==> config.mk <==
export PLATFORM = sky130hd
export DESIGN_NAME = cdcam_top
export DESIGN_NICKNAME = d
export VERILOG_FILES = /design/src/cdcam_pkg.sv /design/src/cdcam_top.sv
export VERILOG_INCLUDE_DIRS = /design/src
export SDC_FILE = /design/constraint.sdc
export NUM_CORES = 1
export LEC_CHECK = 0
export BUFFER_PORTS_ARGS = -buffer_cell sky130_fd_sc_hd__buf_2
export CAP_MARGIN = 20
export CORE_ASPECT_RATIO = 1.4
export CORE_MARGIN = 4
export CORE_UTILIZATION = 50
export CTS_BUF_LIST = sky130_fd_sc_hd__clkbuf_8
export DETAILED_ROUTE_END_ITERATION = 10
export PLACE_DENSITY = 0.7
export SLEW_MARGIN = 20
export SYNTH_ARGS = -nofsm -noshare
export SYNTH_HDL_FRONTEND = slang
export SYNTH_SLANG_ARGS = --single-unit
export TNS_END_PERCENT = 50
==> constraint.sdc <==
create_clock -name mclk -period 4 [get_ports mclk]
set_clock_uncertainty 0.05 [all_clocks]
set_input_delay 0.4 -clock mclk [delete_from_list [all_inputs] [get_ports mclk]]
set_output_delay 0.4 -clock mclk [all_outputs]
set_load 0.005 [all_outputs]
==> src/cdcam_params.svh <==
`ifndef CDCAM_PARAMS_SVH
`define CDCAM_PARAMS_SVH

// Register offsets
`define CDCAM_ADDR_DAY_OF_MONTH 8'h05
`define CDCAM_ADDR_DAY_OF_WEEK 8'h06
`define CDCAM_ADDR_MONTH_OF_YEAR 8'h07
`define CDCAM_ADDR_YEAR_OF_CENTURY 8'h08
`define CDCAM_ADDR_MINUTE_MATCH 8'h09

// Field masks of each register
`define CDCAM_MASK_DAY_OF_MONTH 8'h3f
`define CDCAM_MASK_DAY_OF_WEEK 8'h07
`define CDCAM_MASK_MONTH_OF_YEAR 8'h1f
`define CDCAM_MASK_YEAR_OF_CENTURY 8'hff
`define CDCAM_MASK_MINUTE_MATCH 8'hff
`define CDCAM_MINUTE_MATCH_DIS_BIT 7
`define CDCAM_MINUTE_VALUE_MASK 7'h7f

// Reset values
`define CDCAM_RST_DAY_OF_MONTH 8'h01
`define CDCAM_RST_DAY_OF_WEEK 8'h00
`define CDCAM_RST_MONTH_OF_YEAR 8'h01
`define CDCAM_RST_YEAR_OF_CENTURY 8'h00
`define CDCAM_RST_MINUTE_MATCH 8'h80

// Calendar limits, packed decimal
`define CDCAM_DAY_FIRST 8'h01
`define CDCAM_WEEKDAY_LAST 8'h06
`define CDCAM_MONTH_FIRST 8'h01
`define CDCAM_MONTH_FEB 8'h02
`define CDCAM_MONTH_APR 8'h04
`define CDCAM_MONTH_JUN 8'h06
`define CDCAM_MONTH_SEP 8'h09
`define CDCAM_MONTH_NOV 8'h11
`define CDCAM_MONTH_LAST 8'h12
`define CDCAM_YEAR_LAST 8'h99
`define CDCAM_DAYS_31 8'h31
`define CDCAM_DAYS_30 8'h30
`define CDCAM_DAYS_29 8'h29
`define CDCAM_DAYS_28 8'h28

`endif

==> src/cdcam_pkg.sv <==
package cdcam_pkg;

    // Freeze state of the time counters
    typedef enum logic {
        CDCAM_RUN,
        CDCAM_HOLD
    } cdcam_freeze_e;

    typedef logic [7:0] cdcam_byte_t;

endpackage

==> src/cdcam_top.sv <==
`include "cdcam_params.svh"
`timescale 1ns/10ps
`default_nettype none

module cdcam_top
    import cdcam_pkg::*;
(
    input wire logic mclk,
    input wire logic rst_n,
    input wire logic tick_1hz,
    input wire logic access_active,
    input wire logic reg_wr,
    input wire logic [7:0] reg_addr,
    input wire logic [7:0] reg_wdata,
    input wire logic day_carry,
    input wire logic [6:0] cur_minute,
    input wire logic match_flag_clear,
    output logic [7:0] reg_rdata,
    output logic time_tick,
    output logic match_flag
);

    // Packed decimal increment of a two-digit value
    function automatic cdcam_byte_t bcd_inc(input cdcam_byte_t v);
        cdcam_byte_t r;
        r = v;
        if (v[3:0] >= 4'h9) begin
            r[3:0] = 4'h0;
            r[7:4] = v[7:4] + 4'h1;
        end else begin
            r[3:0] = v[3:0] + 4'h1;
        end
        return r;
    endfunction

    // Leap year test on a packed decimal year, year zero included
    function automatic logic is_leap(input cdcam_byte_t y);
        logic r;
        r = 1'b0;
        if (!y[4]) begin
            r = (y[3:0] == 4'h0) || (y[3:0] == 4'h4) || (y[3:0] == 4'h8);
        end else begin
            r = (y[3:0] == 4'h2) || (y[3:0] == 4'h6);
        end
        return r;
    endfunction

    // Last day of a month in packed decimal
    function automatic cdcam_byte_t last_day(input cdcam_byte_t m, input cdcam_byte_t y);
        cdcam_byte_t r;
        r = `CDCAM_DAYS_31;
        if (m == `CDCAM_MONTH_FEB) begin
            r = is_leap(y) ? `CDCAM_DAYS_29 : `CDCAM_DAYS_28;
        end else if (m == `CDCAM_MONTH_APR || m == `CDCAM_MONTH_JUN ||
                     m == `CDCAM_MONTH_SEP || m == `CDCAM_MONTH_NOV) begin
            r = `CDCAM_DAYS_30;
        end
        return r;
    endfunction

    // Weekday step: Sunday follows the last code
    function automatic cdcam_byte_t wday_inc(input cdcam_byte_t w);
        cdcam_byte_t r;
        r = w + 8'h01;
        if (w >= `CDCAM_WEEKDAY_LAST) begin
            r = 8'h00;
        end
        return r;
    endfunction

    // One-hot address decode, shared by the write and read paths
    function automatic logic [4:0] reg_sel(input cdcam_byte_t a);
        logic [4:0] s;
        s = 5'h00;
        case (a)
            `CDCAM_ADDR_DAY_OF_MONTH: s = 5'h01;
            `CDCAM_ADDR_DAY_OF_WEEK: s = 5'h02;
            `CDCAM_ADDR_MONTH_OF_YEAR: s = 5'h04;
            `CDCAM_ADDR_YEAR_OF_CENTURY: s = 5'h08;
            `CDCAM_ADDR_MINUTE_MATCH: s = 5'h10;
            default: s = 5'h00;
        endcase
        return s;
    endfunction

    cdcam_freeze_e frz_reg, frz_next;
    logic pending_reg, pending_next;
    logic tick_out_reg, tick_out_next;
    cdcam_byte_t day_reg, day_next;
    cdcam_byte_t wday_reg, wday_next;
    cdcam_byte_t month_reg, month_next;
    cdcam_byte_t year_reg, year_next;
    cdcam_byte_t mmatch_reg, mmatch_next;
    cdcam_byte_t rdata_reg, rdata_next;
    logic flag_reg, flag_next;
    logic agree_prev_reg, agree_prev_next;
    logic agree;
    logic date_step;
    logic [4:0] sel;

    // Freeze control: a tick seen during an access waits for its end
    always_comb begin
        frz_next = frz_reg;
        pending_next = pending_reg;
        tick_out_next = 1'b0;
        case (frz_reg)
            CDCAM_RUN: begin
                if (access_active) begin
                    frz_next = CDCAM_HOLD;
                    pending_next = tick_1hz;
                end else begin
                    tick_out_next = tick_1hz;
                end
            end
            CDCAM_HOLD: begin
                if (access_active) begin
                    // only one kept; a second tick is lost
                    if (tick_1hz) begin
                        pending_next = 1'b1;
                    end
                end else begin
                    frz_next = CDCAM_RUN;
                    tick_out_next = pending_reg | tick_1hz;
                    pending_next = 1'b0;
                end
            end
            default: begin
                // Unreachable state; fall back to running
                frz_next = CDCAM_RUN;
                pending_next = 1'b0;
            end
        endcase
    end

    // Freeze state and released tick; time_tick leaves straight from its flop
    always_ff @(posedge mclk) begin
        if (!rst_n) begin
            frz_reg <= CDCAM_RUN;
            pending_reg <= 1'b0;
            tick_out_reg <= 1'b0;
        end else begin
            frz_reg <= frz_next;
            pending_reg <= pending_next;
            tick_out_reg <= tick_out_next;
        end
    end

    // A carry lost here is not replayed; the hour counter stands still too
    // carries from the hour counter are ignored while frozen
    assign date_step = day_carry && !access_active;

    // Address decode for both register paths
    assign sel = reg_sel(reg_addr);

    // Calendar counters and host writes; a write beats a carry in the same cycle
    always_comb begin
        day_next = day_reg;
        wday_next = wday_reg;
        month_next = month_reg;
        year_next = year_reg;
        mmatch_next = mmatch_reg;
        if (date_step) begin
            // weekday counts 0 upward to 6, then back to 0
            wday_next = wday_inc(wday_reg);
            // Host values out of range are not checked; day and weekday roll at the next carry, month at the next month end
            // month end rolls day and month; the year steps only when month 12 rolls over
            if (day_reg >= last_day(month_reg, year_reg)) begin
                day_next = `CDCAM_DAY_FIRST;
                if (month_reg >= `CDCAM_MONTH_LAST) begin
                    month_next = `CDCAM_MONTH_FIRST;
                    year_next = (year_reg == `CDCAM_YEAR_LAST) ? 8'h00 : bcd_inc(year_reg);
                end else begin
                    month_next = bcd_inc(month_reg);
                end
            end else begin
                day_next = bcd_inc(day_reg);
            end
        end
        if (reg_wr && sel[0]) begin
            day_next = reg_wdata & `CDCAM_MASK_DAY_OF_MONTH;
        end
        if (reg_wr && sel[1]) begin
            wday_next = reg_wdata & `CDCAM_MASK_DAY_OF_WEEK;
        end
        if (reg_wr && sel[2]) begin
            month_next = reg_wdata & `CDCAM_MASK_MONTH_OF_YEAR;
        end
        if (reg_wr && sel[3]) begin
            year_next = reg_wdata & `CDCAM_MASK_YEAR_OF_CENTURY;
        end
        if (reg_wr && sel[4]) begin
            mmatch_next = reg_wdata & `CDCAM_MASK_MINUTE_MATCH;
        end
    end

    always_ff @(posedge mclk) begin
        if (!rst_n) begin
            // Reset date is the first day of year zero
            day_reg <= `CDCAM_RST_DAY_OF_MONTH;
            wday_reg <= `CDCAM_RST_DAY_OF_WEEK;
            month_reg <= `CDCAM_RST_MONTH_OF_YEAR;
            year_reg <= `CDCAM_RST_YEAR_OF_CENTURY;
            mmatch_reg <= `CDCAM_RST_MINUTE_MATCH;
        end else begin
            day_reg <= day_next;
            wday_reg <= wday_next;
            month_reg <= month_next;
            year_reg <= year_next;
            mmatch_reg <= mmatch_next;
        end
    end

    // low disable bit enables minute compare
    // with every compare disabled nothing can agree
    assign agree = !mmatch_reg[`CDCAM_MINUTE_MATCH_DIS_BIT] &&
                   (mmatch_reg[6:0] == (cur_minute & `CDCAM_MINUTE_VALUE_MASK));

    // Edge detect keeps a standing match from re-arming after a clear
    // Match flag; set wins over a clear in the same cycle
    always_comb begin
        agree_prev_next = agree;
        flag_next = flag_reg;
        // Clear first so a same-cycle set overrides it
        if (match_flag_clear) begin
            flag_next = 1'b0;
        end
        // set only on the first agreeing cycle
        if (agree && !agree_prev_reg) begin
            flag_next = 1'b1;
        end
    end

    always_ff @(posedge mclk) begin
        if (!rst_n) begin
            flag_reg <= 1'b0;
            agree_prev_reg <= 1'b0;
        end else begin
            flag_reg <= flag_next;
            agree_prev_reg <= agree_prev_next;
        end
    end

    // Reads are not stalled by the freeze, so a frame sees one fixed snapshot
    // Read data registered one cycle after the address; unmapped reads zero
    always_comb begin
        rdata_next = 8'h00;
        if (sel[0]) begin
            rdata_next = day_reg;
        end
        if (sel[1]) begin
            rdata_next = wday_reg;
        end
        if (sel[2]) begin
            rdata_next = month_reg;
        end
        if (sel[3]) begin
            rdata_next = year_reg;
        end
        if (sel[4]) begin
            rdata_next = mmatch_reg;
        end
    end

    always_ff @(posedge mclk) begin
        if (!rst_n) begin
            rdata_reg <= 8'h00;
        end else begin
            rdata_reg <= rdata_next;
        end
    end

    assign reg_rdata = rdata_reg;
    assign time_tick = tick_out_reg;
    assign match_flag = flag_reg;

endmodule

`default_nettype wire

Yosys cells after proc, flatten, opt, wreduce, memory -nomap -nowiden

Index checks and enable logic that the tools add are counted.
Widths: inputs -> output; s select.

Register bits: 53
Input port bits: 30
Output and inout bits: 10
Logic and storage cells: 137

Add/sub/neg operators: 7
Magnitude comparators: 6
Equal/unequal tests: 18
Muxes and demuxes: 44
Bitwise gates (word level): 3
Reductions and logical operators: 42

Operators by type and width:

| operator            | number |
|---|---|
| $mux 8              | 14 |
| $eq 8x3->1 const B  | 5 |
| $pmux 5 s5          | 1 |
| $add 4x1->4 const B | 6 |
| $eq 8x4->1 const B  | 3 |
| $mux 4              | 6 |
| $mux 5              | 4 |
| $reduce_bool 2->1   | 10 |
| $mux 1              | 13 |
| $ge 4x4->1 const B  | 3 |
| $mux 6              | 2 |
| $reduce_and 3->1    | 3 |
| $reduce_bool 3->1   | 3 |
| $add 8x1->8 const B | 1 |
| $eq 4x3->1 const B  | 2 |
| $eq 8x2->1 const B  | 1 |
| $eq 8x5->1 const B  | 1 |
| $eq 8x8->1 const B  | 1 |
| $ge 8x3->1 const B  | 1 |
| $ge 8x5->1 const B  | 1 |
| $ge 8x8->1          | 1 |
| $logic_and 1x1->1   | 8 |
| $reduce_and 2->1    | 4 |
| $eq 7x7->1          | 1 |
| 13 further kinds    | 25 |

Depth between registers and ports, before layout

Word-level depth: 13
Depth in mapped cells: 14
Depth with buffers taken out: 13

Worst setup path after synthesis

Ideal clock, no wire load.

Kind: register -> register
Start: register month_reg[0]
End: register month_reg[4]
Arrival time: 2.690 ns
Data required time: 3.831 ns
Path slack: 1.142 ns
Cell stages (with the launch flop): 15
Path buffers: 1
Period minus slack after synthesis: 2.858 ns
Cells stage by stage: dfxtp_1 > inv_1 > ha_1 > o211ai_1 > a21oi_1 > a41oi_1 > nor4_1 > a31oi_1 > ha_1 > nor4b_1 > o21ai_2 > and2_1 > buf_2 > a32o_1 > o221a_1

Word-level cells in the longest chain between the ends: 10

Ends and longest elaborated chain:

| what                                    | line             | RTL |
|---|---|---|
| start: declaration                      | cdcam_top.sv:91  | `cdcam_byte_t month_reg, month_next;` |
| start signal: assignment                | cdcam_top.sv:201 | `` month_reg <= `CDCAM_RST_MONTH_OF_YEAR; `` |
| start signal: assignment                | cdcam_top.sv:207 | `month_reg <= month_next;` |
| $eq 8x3->1 (no line)                    | --               |  |
| $logic_or 1x1->1 (no line) (3 in a row) | --               |  |
| $mux 1                                  | cdcam_top.sv:54  | `` end else if (m == `CDCAM_MONTH_APR \|\| m == `CDCAM_MONTH_JUN \|\| `` |
| $mux 5                                  | cdcam_top.sv:52  | `` if (m == `CDCAM_MONTH_FEB) begin `` |
| $mux 8                                  | cdcam_top.sv:162 | `if (date_step) begin` |
| $ge 8x8->1                              | cdcam_top.sv:167 | `if (day_reg >= last_day(month_reg, year_reg)) begin` |
| $reduce_bool 2->1 (no line)             | --               |  |
| $reduce_and 3->1 (no line)              | --               |  |

Parallel ways exist; a longest one is shown, timed or not. The select of a mux whose other input is x is not followed.
A chain may end at the register's enable or synchronous reset.

Worst setup path in the final report

Ends and elaborated chain as after synthesis.

==> flow_summary_export.csv <==
group,metric,value,unit
synthesis,postSynthAreaPerCell,8.57,µm²
global_route,grt_max_degree,27,
synthesis,synthesis.area,3290,µm²
die,io_pins,40,
synthesis,synth-edff-count,0,
sta,setup-violations-final,0,
cells_and_area,final_common_cell,"dfxtp_1",
hold_path,hold_path_end,"mmatch_reg[7]$_SDFFE_PN1P_",
setup_path,r2r_slack,0.86,ns
cells_and_area,utilization,57.0,%
power_and_ir_drop,powerDensity,263,nW/µm²
cts,cts.sinks,53,
synthesis,async_flop_share,0,%
cts,clock_path_buffers,2,
cells_and_area,mostFrequentLayoutCells,"dfxtp_1 (53), nor2_1 (40), buf_2 (39), nand2_1 (24), ha_1 (23)",
drt,routedWlPerCell,18.4,µm
synthesis,synthFlopType,"dfxtp_1",
power_and_ir_drop,peakVddDrop,0.000193,V
power_and_ir_drop,p_leak,1.43,nW
die,fp-row-count,34,
sta,worstMarginPinSlew,0.758,ns
die,die_h,104,µm
global_route,antenna_found_initial,0,
die,core-area,6300,µm²
setup_path,r2r_start,"month_reg[0]$_SDFFE_PN1P_",
cts,post_cts_buffers,0,
setup_path,cp.arrival,3.30,ns
drt,drt_iter0_drc,184,
synthesis,synth_top_cell_by_area,"dfxtp_1",
cts,hold_buffers,0,
setup_path,crit_path_max_fanout,9,
die,die_area,7960,µm²
cts,cts_root_buf,"clkbuf_8",
global_route,gr-total-overflow,0,
sta,rsz0062_at_grt,"no",
setup_path,reg2reg_depth,13,
global_route,grt_pass1_wl,14700,µm
setup_path,critPathCaptureType,"flop",
setup_path,setup.worst_path.class,"reg2reg",
synthesis,yosys.area.top_type_share,32.3,%
synthesis,ys_seq_elements,53,
sta,tns,0,ns
cts,cts_tree,"yes",
drt,routed_wl,8920,µm
cells_and_area,drive_above_1_share,16.5,%
synthesis,synth_nets,437,
hold_path,hold_depth,3,
synthesis,syn-instance-count,384,
setup_path,rr_endpoint,"month_reg[4]$_SDFFE_PN0P_",
cts,h-tree-depth,2,
cts,clk_latency,0.31,ns
drt,avgViaCountPerCell,6.23,
cells_and_area,fillers,605,
synthesis,yosys_warnings,0,
sta,max_freq,0.318,GHz
drt,vias,3020,
cells_and_area,areaGrowthSynthToFinish,9.17,%
cts,clk_pin_slew_worst_paths,0.10,ns
sta,slew_headroom,49.4,%
die,start_util,52.2,%
cts,cts_resized,0,
drt,ant_nets,0,
sta,drv_slew,0,
sta,fin_crit_sh,78.5,%
synthesis,synth_cell_type_count,66,
placed_design,dpl.hpwl,6690,µm
drt,drc,0,
run,maxCapViolCount,0,
synthesis,synth_area_leaders,"dfxtp_1 (32%), ha_1 (8.7%), nor2_1 (4.6%)",
outcome,run_status,"finished clean",
global_route,track_usage,22.7,%
global_route,grt_pass1_vias,2958,
cells_and_area,final_nets,465,
hold_path,hold_path_class,"in2reg",
cells_and_area,antenna_cells,0,
synthesis,yosysSeqAreaShare,32.3,%
sta,layout_min_cycle_time,3.14,ns
drt,dr.pass1.iters,5,
setup_path,critPathLaunchType,"flop",
sta,hold_viol_final,0,
placed_design,portBuffers,39,
power_and_ir_drop,p_total,0.000943,W
placed_design,gp_congestion,0.956,
setup_path,worstPathRequired,4.16,ns
die,die_w,76.6,µm
cts,numCtsBuffers,5,
hold_path,hp-start,"reg_wdata[7]",
[cells by family (layout without fill, tap and decap cells)]
group / count (synthesis) / count (layout) / share of synthesized area, %
xor gates and xnor gates: 15 / 15 / 3.99
AOI/OAI and AO/OA: 94 / 94 / 21.2
and+or+nand+nor: 148 / 148 / 24.4
buffers and inverters: 37 / 66 / 4.79
DFF: 53 / 53 / 32.3
adders and majority gates: 23 / 23 / 8.75
muxes: 14 / 14 / 4.60
[synth_stat cells (all sizes together), types with 8 or more instances]
master	number
a21oi	15
a221oi	8
a22oi	11
a31oi	12
buf	9
clkbuf	11
dfxtp	53
ha	23
inv	16
mux2	9
nand2	25
nand3	24
nand4	9
nor2	40
o21ai	15
xor2	8
[worst max-delay path: stages, from the launching register on]
cell	delay [ns]
dfxtp_1	0.44
inv_1	0.11
ha_1	0.25
o211ai_1	0.18
a21oi_1	0.09
a41oi_1	0.17
nor4_1	0.07
a31oi_1	0.17
ha_1	0.25
nor4b_1	0.33
o21ai_2	0.17
and2_1	0.28
a32o_1	0.29
o221a_1	0.19
[layer usage]
layer	global-route usage, %	wire (µm)	vias up
li1	-	-	1476
met1	27.2	3710	1425
met2	40.1	4510	99
met3	3.73	456	20
met4	8.55	254	0
met5	0	0	-
[power by group]
group	internal [W]	switching (W)	total (W)
sequential	0.000533	0.00000757	0.000540
clock	0.000128	0.000191	0.000319
combinational	0.0000323	0.0000517	0.0000841
total	0.000693	0.000250	0.000943
[final cells by class]
cell class / count / area (µm²) / share of cell area, %
Multi-Input combinational cell: 294 / 2070 / 57.7
Sequential cell: 53 / 1060 / 29.5
Timing Repair Buffer: 41 / 210 / 5.85
Tap cell: 72 / 90.1 / 2.51
Clock buffer: 5 / 68.8 / 1.92
Inverter: 17 / 63.8 / 1.78
Clock inverter: 3 / 26.3 / 0.732
[through the flow]
| step | hold WS (ns) | instance area (µm²) | std cells | setup WS (ns) |
|---|---|---|---|---|
| 2_1_floorplan | 0.396 | 3290 | 384 | 1.14 |
| 3_3_place_gp | 0.404 | 3500 | 477 | 0.932 |
| 3_5_place_dp | 0.408 | 3500 | 477 | 0.900 |
| 4_1_cts | 0.282 | 3590 | 485 | 0.878 |
| 5_1_grt | 0.297 | 3590 | 485 | 0.653 |
| 6_report | 0.284 | 3590 | 485 | 0.860 |
[worst max-delay path by stage]
stage,start,endpoint,cells past startpoint
floorplan,month_reg[0]$_SDFFE_PN1P_,month_reg[4]$_SDFFE_PN0P_,14
global placement,month_reg[0]$_SDFFE_PN1P_,month_reg[4]$_SDFFE_PN0P_,13
detailed placement,month_reg[0]$_SDFFE_PN1P_,month_reg[4]$_SDFFE_PN0P_,13
CTS,month_reg[0]$_SDFFE_PN1P_,month_reg[4]$_SDFFE_PN0P_,13
global route,month_reg[0]$_SDFFE_PN1P_,month_reg[4]$_SDFFE_PN0P_,13
finish,month_reg[0]$_SDFFE_PN1P_,month_reg[4]$_SDFFE_PN0P_,13
(Power assumes the default switching activity.)
